`src/common/udt_regs.svh`:
```
// register offsets, field positions, reset values and divider counts of the timer block
`ifndef UDT_REGS_SVH
`define UDT_REGS_SVH

// per-instance window: instance index in paddr[6:5], register index in paddr[4:2]
`define UDT_INST_COUNT 3
`define UDT_REG_CTRL 3'h0
`define UDT_REG_CFG 3'h1
`define UDT_REG_CNT_LO 3'h2
`define UDT_REG_CNT_HI 3'h3
`define UDT_REG_RCAP_LO 3'h4
`define UDT_REG_RCAP_HI 3'h5

// timer_control_reg fields
`define UDT_CTRL_TF 7
`define UDT_CTRL_EXF 6
`define UDT_CTRL_EXEN 3
`define UDT_CTRL_RUN 2
`define UDT_CTRL_CSEL 1
`define UDT_CTRL_CPRL 0

// timer_config_reg fields
`define UDT_CFG_IE 5
`define UDT_CFG_CLK_HI 4
`define UDT_CFG_CLK_LO 3
`define UDT_CFG_DCEN 0

// clock select codes
`define UDT_CLK_DIV12 2'h0
`define UDT_CLK_SYS 2'h1
`define UDT_CLK_EXT8 2'h2
`define UDT_CLK_DIV2 2'h3

// reset values
`define UDT_RST_BYTE 8'h00
`define UDT_RST_WORD 16'h0000

// divider terminal counts
`define UDT_DIV12_LAST 4'hb
`define UDT_EXT8_LAST 3'h7
`define UDT_WORD_MAX 16'hffff

`endif

```
`src/common/udt_pkg.sv`:
```
// shared types of the up/down capture/reload timer
package udt_pkg;
  typedef logic [7:0] udt_byte_t;
  typedef logic [15:0] udt_word_t;
  typedef logic [1:0] udt_clksel_t;
  typedef logic [2:0] udt_regidx_t;
endpackage

```
`src/udt_timer.sv`:
```
// three 16-bit up/down capture/auto-reload timers behind an apb slave
//
// What this block does
// (RULE1) sixteen-bit count from two software-accessible bytes
// (RULE2) clock choice: system_clock, /2, /12, ext/8
// (RULE3) counter select picks clock or pin falls
// (RULE4) decrement enable: trigger pin sets direction
// (RULE5) with decrement enable trigger only steers direction
// (RULE6) trigger fall captures count in capture mode
// (RULE7) capture sets external flag, may interrupt
// (RULE8) capture mode up wrap sets overflow flag
// (RULE9) capture mode down wrap sets overflow flag
// (RULE10) capture needs select, run; exen gates trigger
// (RULE11) reload mode overflow flags and reloads count
// (RULE12) reload mode trigger fall also reloads count
// (RULE13) down count matching reload value loads ffff
// (RULE14) reload mode when select clear; run starts
// (RULE15) reload mode external flag toggles per wrap
// (RULE16) wrap events feed converter trigger outputs
// (RULE17) wrap events offered as uart baud ticks
// (RULE18) clock select code mapping 00..11
// (RULE19) overflow flag cleared only by software writes; external flag also by reload-mode wraps
// (RULE20) trigger reload sets the external flag
// (RULE21) pins synchronised, falls detected from samples
`timescale 1ns/10ps
`include "udt_regs.svh"

module udt_timer
  import udt_pkg::*;
(
  input wire logic pclk,
  input wire logic presetn,
  input wire logic psel,
  input wire logic penable,
  input wire logic pwrite,
  input wire logic [7:0] paddr,
  input wire logic [31:0] pwdata,
  output logic [31:0] prdata,
  output logic pready,
  output logic pslverr,
  input wire logic [2:0] count_input_pin,
  input wire logic [2:0] trigger_pin,
  input wire logic osc_clk_in,
  output logic [2:0] timer_irq,
  output logic [1:0] adc_start_trig,
  output logic [2:0] dac_update_trig,
  output logic [2:0] uart0_baud_tick
);

  // bus decode
  logic access;
  logic apb_wr;
  logic addr_ok;
  logic [1:0] inst_sel;
  udt_regidx_t reg_sel;
  udt_byte_t wbyte;
  udt_byte_t rd_byte;
  logic [2:0][7:0] rd_ctrl;
  logic [2:0][7:0] rd_cfg;
  logic [2:0][7:0] rd_cnt_lo;
  logic [2:0][7:0] rd_cnt_hi;
  logic [2:0][7:0] rd_rcap_lo;
  logic [2:0][7:0] rd_rcap_hi;
  logic [2:0] ev_all;
  logic [2:0] irq_all;

  // shared prescalers
  logic [3:0] div12_cnt;
  logic div2_q;
  logic tick12;
  logic tick2;
  logic osc_s1;
  logic osc_s2;
  logic osc_prev;
  logic [2:0] ext_cnt;
  logic osc_rise;
  logic tick8;

  // one wait state: pready rises in the second access cycle
  assign access = psel & penable & ~pready;
  assign apb_wr = psel & penable & pready & pwrite;
  assign inst_sel = paddr[6:5];
  assign reg_sel = paddr[4:2];
  assign wbyte = pwdata[7:0];

  // address check; gaps and unused instance slot answer with an error
  always_comb begin
    addr_ok = 1'b0;
    if (paddr[1:0] != 2'h0) begin
      addr_ok = 1'b0;
    end else if (paddr[7] != 1'b0) begin
      addr_ok = 1'b0;
    end else if (inst_sel == 2'h3) begin
      addr_ok = 1'b0;
    end else if (reg_sel > `UDT_REG_RCAP_HI) begin
      addr_ok = 1'b0;
    end else begin
      addr_ok = 1'b1;
    end
  end

  // read mux over the selected instance
  always_comb begin
    rd_byte = 8'h00;
    if (!addr_ok) begin
      rd_byte = 8'h00;
    end else if (reg_sel == `UDT_REG_CTRL) begin
      rd_byte = rd_ctrl[inst_sel];
    end else if (reg_sel == `UDT_REG_CFG) begin
      rd_byte = rd_cfg[inst_sel];
    end else if (reg_sel == `UDT_REG_CNT_LO) begin
      rd_byte = rd_cnt_lo[inst_sel];
    end else if (reg_sel == `UDT_REG_CNT_HI) begin
      rd_byte = rd_cnt_hi[inst_sel];
    end else if (reg_sel == `UDT_REG_RCAP_LO) begin
      rd_byte = rd_rcap_lo[inst_sel];
    end else begin
      rd_byte = rd_rcap_hi[inst_sel];
    end
  end

  // apb answer, registered so every bus output leaves a flop
  always_ff @(posedge pclk or negedge presetn) begin
    if (!presetn) begin
      pready <= 1'b0;
      pslverr <= 1'b0;
      prdata <= 32'h0000_0000;
    end else begin
      pready <= access;
      pslverr <= access & ~addr_ok;
      if (access) begin
        prdata <= {24'h00_0000, pwrite ? 8'h00 : rd_byte};
      end
    end
  end

  // system clock divided by 12 and by 2, shared by all instances
  always_ff @(posedge pclk or negedge presetn) begin
    if (!presetn) begin
      div12_cnt <= 4'h0;
      div2_q <= 1'b0;
    end else begin
      div12_cnt <= (div12_cnt == `UDT_DIV12_LAST) ? 4'h0 : div12_cnt + 4'h1;
      div2_q <= ~div2_q;
    end
  end

  assign tick12 = (div12_cnt == `UDT_DIV12_LAST);
  assign tick2 = div2_q;

  // external oscillator resampled; it must run slower than pclk to be seen
  always_ff @(posedge pclk or negedge presetn) begin
    if (!presetn) begin
      osc_s1 <= 1'b0;
      osc_s2 <= 1'b0;
      osc_prev <= 1'b0;
      ext_cnt <= 3'h0;
    end else begin
      osc_s1 <= osc_clk_in;
      osc_s2 <= osc_s1;
      osc_prev <= osc_s2;
      if (osc_rise) begin
        ext_cnt <= ext_cnt + 3'h1;
      end
    end
  end

  assign osc_rise = osc_s2 & ~osc_prev;
  assign tick8 = osc_rise & (ext_cnt == `UDT_EXT8_LAST);

  genvar gi;
  generate
    for (gi = 0; gi < `UDT_INST_COUNT; gi = gi + 1) begin : g_tmr
      logic tf;
      logic exf;
      logic exf_irq;
      logic exen;
      logic run;
      logic csel;
      logic cprl;
      logic ie;
      logic dcen;
      udt_clksel_t clksel;
      udt_word_t count;
      udt_word_t rcap;
      logic cnt_s1;
      logic cnt_s2;
      logic cnt_prev;
      logic trg_s1;
      logic trg_s2;
      logic trg_prev;
      logic sel_tick;
      logic tick;
      logic up;
      logic trig_fall;
      logic ext_act;
      logic ovf;
      logic unf;
      logic ev;
      logic wr_here;
      logic wr_ctrl;
      logic wr_cfg;
      logic wr_cnt_lo;
      logic wr_cnt_hi;
      logic wr_rcap_lo;
      logic wr_rcap_hi;
      logic tf_base;
      logic exf_base;

      assign wr_here = apb_wr & addr_ok & (inst_sel == 2'(gi));
      assign wr_ctrl = wr_here & (reg_sel == `UDT_REG_CTRL);
      assign wr_cfg = wr_here & (reg_sel == `UDT_REG_CFG);
      assign wr_cnt_lo = wr_here & (reg_sel == `UDT_REG_CNT_LO);
      assign wr_cnt_hi = wr_here & (reg_sel == `UDT_REG_CNT_HI);
      assign wr_rcap_lo = wr_here & (reg_sel == `UDT_REG_RCAP_LO);
      assign wr_rcap_hi = wr_here & (reg_sel == `UDT_REG_RCAP_HI);

      // two-flop synchronisers plus one history flop for edge detection
      always_ff @(posedge pclk or negedge presetn) begin
        if (!presetn) begin
          cnt_s1 <= 1'b0;
          cnt_s2 <= 1'b0;
          cnt_prev <= 1'b0;
          trg_s1 <= 1'b0;
          trg_s2 <= 1'b0;
          trg_prev <= 1'b0;
        end else begin
          cnt_s1 <= count_input_pin[gi]; // RULE21
          cnt_s2 <= cnt_s1;
          cnt_prev <= cnt_s2;
          trg_s1 <= trigger_pin[gi]; // RULE21
          trg_s2 <= trg_s1;
          trg_prev <= trg_s2;
        end
      end

      // selected timer clock
      always_comb begin
        case (clksel)
          `UDT_CLK_DIV12: sel_tick = tick12; // RULE18
          `UDT_CLK_SYS: sel_tick = 1'b1; // RULE18
          `UDT_CLK_EXT8: sel_tick = tick8; // RULE18
          default: sel_tick = tick2; // RULE18
        endcase
      end

      // count event from either source, gated by run
      assign tick = run & (csel ? (cnt_prev & ~cnt_s2) : sel_tick); // RULE2 RULE3 RULE14
      assign up = ~dcen | trg_s2; // RULE4
      // trigger acts only with exen set and decrement enable clear
      assign trig_fall = trg_prev & ~trg_s2; // RULE21
      assign ext_act = run & exen & ~dcen & trig_fall; // RULE5 RULE10
      // a trigger reload in reload mode takes the cycle over the tick
      assign ovf = tick & up & (count == `UDT_WORD_MAX) & (cprl | ~ext_act); // RULE8 RULE11
      assign unf = tick & ~up & (cprl ? (count == `UDT_RST_WORD) // RULE9
                                      : ((count == rcap) & ~ext_act)); // RULE13
      assign ev = ovf | unf;

      // control and config fields
      always_ff @(posedge pclk or negedge presetn) begin
        if (!presetn) begin
          exen <= 1'b0;
          run <= 1'b0;
          csel <= 1'b0;
          cprl <= 1'b0;
          ie <= 1'b0;
          dcen <= 1'b0;
          clksel <= `UDT_CLK_DIV12;
        end else begin
          if (wr_ctrl) begin
            exen <= wbyte[`UDT_CTRL_EXEN];
            run <= wbyte[`UDT_CTRL_RUN]; // RULE14
            csel <= wbyte[`UDT_CTRL_CSEL];
            cprl <= wbyte[`UDT_CTRL_CPRL]; // RULE10 RULE14
          end
          if (wr_cfg) begin
            ie <= wbyte[`UDT_CFG_IE];
            dcen <= wbyte[`UDT_CFG_DCEN];
            clksel <= {wbyte[`UDT_CFG_CLK_HI], wbyte[`UDT_CFG_CLK_LO]};
          end
        end
      end

      // flags: software write is the base, hardware events win over a clear
      assign tf_base = wr_ctrl ? wbyte[`UDT_CTRL_TF] : tf; // RULE19
      assign exf_base = wr_ctrl ? wbyte[`UDT_CTRL_EXF] : exf; // RULE19

      always_ff @(posedge pclk or negedge presetn) begin
        if (!presetn) begin
          tf <= 1'b0;
          exf <= 1'b0;
          exf_irq <= 1'b0;
        end else begin
          tf <= tf_base | ev; // RULE8 RULE9 RULE11 RULE13
          if (cprl) begin
            exf <= exf_base | ext_act; // RULE7
            exf_irq <= ext_act | (exf_base & (exf_irq | ~wr_ctrl));
          end else if (ext_act) begin
            exf <= 1'b1; // RULE20
            exf_irq <= 1'b1;
          end else begin
            // toggling acts as a 17th count bit and never interrupts
            exf <= exf_base ^ ev; // RULE15
            exf_irq <= exf_irq & exf_base & ~ev;
          end
        end
      end

      // count: a byte write wins the cycle, the other byte holds
      always_ff @(posedge pclk or negedge presetn) begin
        if (!presetn) begin
          count <= `UDT_RST_WORD;
        end else if (wr_cnt_lo) begin
          count[7:0] <= wbyte; // RULE1
        end else if (wr_cnt_hi) begin
          count[15:8] <= wbyte; // RULE1
        end else if (cprl) begin
          if (tick) begin
            count <= up ? count + 16'h0001 : count - 16'h0001; // RULE8 RULE9
          end
        end else if (ext_act) begin
          count <= rcap; // RULE12
        end else if (tick) begin
          if (up) begin
            count <= (count == `UDT_WORD_MAX) ? rcap : count + 16'h0001; // RULE11
          end else begin
            count <= (count == rcap) ? `UDT_WORD_MAX : count - 16'h0001; // RULE13
          end
        end
      end

      // capture/reload pair
      always_ff @(posedge pclk or negedge presetn) begin
        if (!presetn) begin
          rcap <= `UDT_RST_WORD;
        end else if (wr_rcap_lo) begin
          rcap[7:0] <= wbyte;
        end else if (wr_rcap_hi) begin
          rcap[15:8] <= wbyte;
        end else if (cprl && ext_act) begin
          rcap <= count; // RULE6
        end
      end

      assign rd_ctrl[gi] = {tf, exf, 2'b00, exen, run, csel, cprl};
      assign rd_cfg[gi] = {2'b00, ie, clksel, 2'b00, dcen};
      assign rd_cnt_lo[gi] = count[7:0];
      assign rd_cnt_hi[gi] = count[15:8];
      assign rd_rcap_lo[gi] = rcap[7:0];
      assign rd_rcap_hi[gi] = rcap[15:8];
      assign ev_all[gi] = ev;
      assign irq_all[gi] = ie & (tf | (exf & exf_irq)); // RULE7 RULE8 RULE11
    end
  endgenerate

  // event outputs on the edge of the count update, interrupt outputs one cycle behind it
  always_ff @(posedge pclk or negedge presetn) begin
    if (!presetn) begin
      timer_irq <= 3'h0;
      adc_start_trig <= 2'h0;
      dac_update_trig <= 3'h0;
      uart0_baud_tick <= 3'h0;
    end else begin
      timer_irq <= irq_all;
      adc_start_trig <= ev_all[1:0]; // RULE16
      dac_update_trig <= ev_all; // RULE16
      uart0_baud_tick <= ev_all; // RULE17
    end
  end

endmodule

```
`config.mk`:
```
export PLATFORM = sky130hd
export DESIGN_NAME = udt_timer
export DESIGN_NICKNAME = d
export VERILOG_FILES = /design/src/common/udt_pkg.sv /design/src/udt_timer.sv
export VERILOG_INCLUDE_DIRS = /design/src /design/src/common
export SDC_FILE = /design/constraint.sdc
export NUM_CORES = 1
export LEC_CHECK = 0
export ABC_AREA = 1
export BUFFER_PORTS_ARGS = -buffer_cell sky130_fd_sc_hd__clkbuf_2
export CAP_MARGIN = 10
export CORE_ASPECT_RATIO = 1.25
export CORE_MARGIN = 2
export CORE_UTILIZATION = 30
export DETAILED_ROUTE_END_ITERATION = 16
export GPL_TIMING_DRIVEN = 0
export PLACE_DENSITY_LB_ADDON = 0.12
export REMOVE_ABC_BUFFERS = 1
export SLEW_MARGIN = 10
export SYNTH_ARGS = -nofsm -noshare
export SYNTH_HDL_FRONTEND = slang
export SYNTH_SLANG_ARGS = --single-unit
```
`constraint.sdc`:
```
create_clock -name pclk -period 3.7 [get_ports pclk]
set_input_delay 0.185 -clock pclk [delete_from_list [all_inputs] [get_ports pclk]]
set_output_delay 0.185 -clock pclk [all_outputs]
set_load 0.05 [all_outputs]
```
==> flow_metrics.tcl <==
set metrics [dict create \
    start_util_pct 30.3 \
    tightest_slew_ns 1.25 \
    cts-root-buf "clkbuf_16" \
    min_period_ns 3.25 \
    p_leak_nw 7.02 \
    cts_buffer_depth 2 \
    grt_max_degree 87 \
    crit_required_ns 4.10 \
    final.setup.worst_slack_ns 0.452 \
    numPortBuffers 48 \
    slew_headroom_pct 16.5 \
    insertion_delay_ns 0.47 \
    ios 97 \
    syn_inst 2026 \
    final_core_util_pct 33.0 \
    final_hold_viol_count 0 \
    powerDensity_mw_per_mm2 303 \
    cts_tree "yes" \
    cts_made_buffers 17 \
    cts_setup_buffers 0 \
    ys_types 58 \
    crit_path_start_kind "input port" \
    max_freq_mhz 308 \
    status "finished, final reports clean" \
    nets 2084 \
    gp_congestion 0.958 \
    critPathCaptureType "flop" \
    n_antenna_cell 0 \
    dp.cells 2563 \
    num-fill-cells 4879 \
    ys_seq_area_share_pct 32.6 \
    stdcell_area_mm2 0.0145 \
    fp.coreArea_mm2 0.0440 \
    skew_ns 0.0189 \
    period_share_pct 87.8 \
    syn_area_mm2 0.0133 \
    clk_pin_slew_ns 0.08 \
    vias 13462 \
    syn_avg_cell_area_um2 6.59 \
    grt_overflow_total 0 \
    yosys_warnings 0 \
    synth-seq-cells 174 \
    drc 0 \
    vias_per_cell 5.17 \
    area_delta_synth_final_pct 8.84 \
    drv_cap 0 \
    die_area_mm2 0.0462 \
    hold_class "in2async" \
    die_h_um 240 \
    drtIter0Drc 1118 \
    dp_hpwl_mm 40.9 \
    path_cells "clkbuf_2 > nor2_1 > inv_1 > nor2_4 > nand2_2 > nand3_1 > nand2_2 > inv_1 > nor2_1 > a21oi_1" \
    placementRows 86 \
    final_cell_count_no_fill 2605 \
    clock_sinks 174 \
    antenna_left 0 \
    wl_per_cell_um 20.7 \
    crit_family "simple AND/OR/NAND/NOR gates" \
    rsz0062_at_grt "false" \
    track_usage_pct 24.0 \
    die_w_um 193 \
    holdWs_ns 0.106 \
    wl_mm 53.9 \
    grt_pass1_vias 13121 \
    drt-pass1-iter-count 6 \
    antenna_found_initial 1 \
    worstPathArrival_ns 3.65 \
    p_total_mw 4.40 \
    worst-setup-path-type "in2reg" \
    ctsHtreeMaxLevel 4 \
    setup_viol_count_final 0 \
    worst-path-stages 10 \
    reg2reg_setup_slack_ns 1.00 \
    worstPathMaxFanout 32 \
    critPathSlowestCell "inv_1" \
    place_ws_ns 0.0918 \
    final_layout_size_suffix_gt1_share_pct 8.07 \
    r2r.worst_path.cells 11 \
    cpPeakStageDelay_ns 0.92 \
    vdd_drop_max_v 0.000324 \
    setup_tns_ns 0 \
    critPathBufInv 3 \
    maxSlewViolCount 0 \
    grt_first_pass_wirelength_mm 82.0 \
    postPlaceCellArea_mm2 0.0138 \
]
-- sequential cells by signal, summed over array words and instances (netlist names), 3 cells and up --
signal,flops
g_tmr.csel,3
g_tmr.rcap,48
g_tmr.dcen,3
g_tmr.exf_irq,3
g_tmr.tf,3
g_tmr.ie,3
g_tmr.run,3
g_tmr.cnt_s1,3
g_tmr.cprl,3
g_tmr.clksel,6
g_tmr.count,48
div12_cnt,4
uart0_baud_tick,3
g_tmr.exf,3
timer_irq,3
g_tmr.cnt_s2,3
prdata,8
g_tmr.trg_prev,3
g_tmr.trg_s1,3
g_tmr.cnt_prev,3
g_tmr.trg_s2,3
g_tmr.exen,3
ext_cnt,3
-- per-layer routing --
metal | wire (um) | GRT usage [%] | share of wire, % | vias to the layer above
li1 | - | - | - | 6527
met1 | 22500 | 29.8 | 42 | 6421
met2 | 26700 | 41.4 | 49 | 412
met3 | 2580 | 3.14 | 4.8 | 102
met4 | 2120 | 10.6 | 3.9 | 0
met5 | 0 | 0 | 0 | -
-- Yosys cell counts, drive strengths merged --
cell / instances / area share (%)
ha: 12 / 1.1
nor3: 19 / 1.0
a21oi: 56 / 2.3
mux2: 2 / 0.17
clkinv: 4 / 0.12
nand3b: 3 / 0.17
o21ai: 137 / 5.4
o21a: 1 / 0.066
a211oi: 2 / 0.11
o21bai: 1 / 0.056
o211ai: 35 / 2.0
clkbuf: 24 / 0.68
nor2: 242 / 7.7
mux2i: 1 / 0.075
dfrtp: 174 / 33
xor2: 51 / 3.3
a32oi: 1 / 0.066
a41oi: 1 / 0.066
or2: 2 / 0.094
conb: 1 / 0.028
inv: 242 / 6.9
buf: 87 / 4.2
nand4: 50 / 2.4
xnor2: 5 / 0.33
o2111ai: 1 / 0.066
o22ai: 44 / 2.1
nor4: 1 / 0.047
a22oi: 4 / 0.23
o221ai: 20 / 1.3
nand3: 168 / 6.5
a31oi: 8 / 0.38
o31ai: 2 / 0.11
nand2: 625 / 18
-- final timing paths --
| check | from | to |
|---|---|---|
| setup / recovery | paddr[5] | g_tmr[0].count[9] |
| hold / removal | presetn | g_tmr[0].cnt_s1 |
| setup reg to reg | g_tmr[2].count[9] | g_tmr[2].exf |
| hold reg to reg | g_tmr[1].trg_s1 | g_tmr[1].trg_s2 |
| max in group asynchronous | presetn | g_tmr[2].count[5] |
| min in group pclk | pwrite | prdata[1] |
-- where the power goes --
group          leakage [nW]  switching [mW]  internal (mW)
Clock                 0.283           0.938          0.917
Combinational          4.74           0.398          0.145
Sequential             2.00          0.0506           1.95
Total                  7.02            1.39           3.01
-- cells by family (layout without fill, tap and decap cells) --
kind of cell | after synthesis | in the layout | share of synthesized area (%)
and+or+nand+nor | 1110 | 1110 | 36.1
buffers and inverters | 357 | 341 | 11.9
AOI/OAI and AO/OA | 313 | 313 | 14.3
DFF | 174 | 174 | 32.6
xor gates and xnor gates | 56 | 56 | 3.68
adders and majority gates | 12 | 12 | 1.13
muxes | 3 | 3 | 0.244
other | 1 | 24 | 0.0281
-- repair_timing --
item,4_1_cts,5_1_grt
resized for setup,0,0
hold buffers,10,0
endpoints found under the hold margin,108,0
-- cell type report --
class	instances	area (um^2)	area share, %
Clock buffer	18	439	3.02
Clock inverter	14	144	0.991
Inverter	246	935	6.44
Multi-Input combinational cell	1518	7490	51.6
Sequential cell	174	4350	30.0
Tap cell	572	716	4.93
Timing Repair Buffer	63	445	3.07
-- layout by cell type (no fill, tap or decap), types with 5 or more instances in the layout --
| cell type | instances |
|---|---|
| a31oi_1 | 8 |
| inv_2 | 17 |
| inv_8 | 5 |
| nand2_2 | 10 |
| ha_1 | 12 |
| xor2_1 | 51 |
| dlygate4sd3_1 | 10 |
| clkbuf_2 | 47 |
| o21ai_1 | 16 |
| nand2_4 | 5 |
| nand2_1 | 609 |
| nor2_4 | 9 |
| o21ai_0 | 117 |
| o221ai_1 | 20 |
| nor3_1 | 13 |
| nand4_1 | 49 |
| o22ai_1 | 44 |
| clkbuf_16 | 17 |
| nand3_1 | 165 |
| a21oi_1 | 52 |
| xnor2_1 | 5 |
| dfrtp_1 | 174 |
| inv_1 | 221 |
| conb_1 | 24 |
| nor2_2 | 5 |
| o211ai_1 | 33 |
| nor2_1 | 225 |
Power figures use the tool's default switching activity.
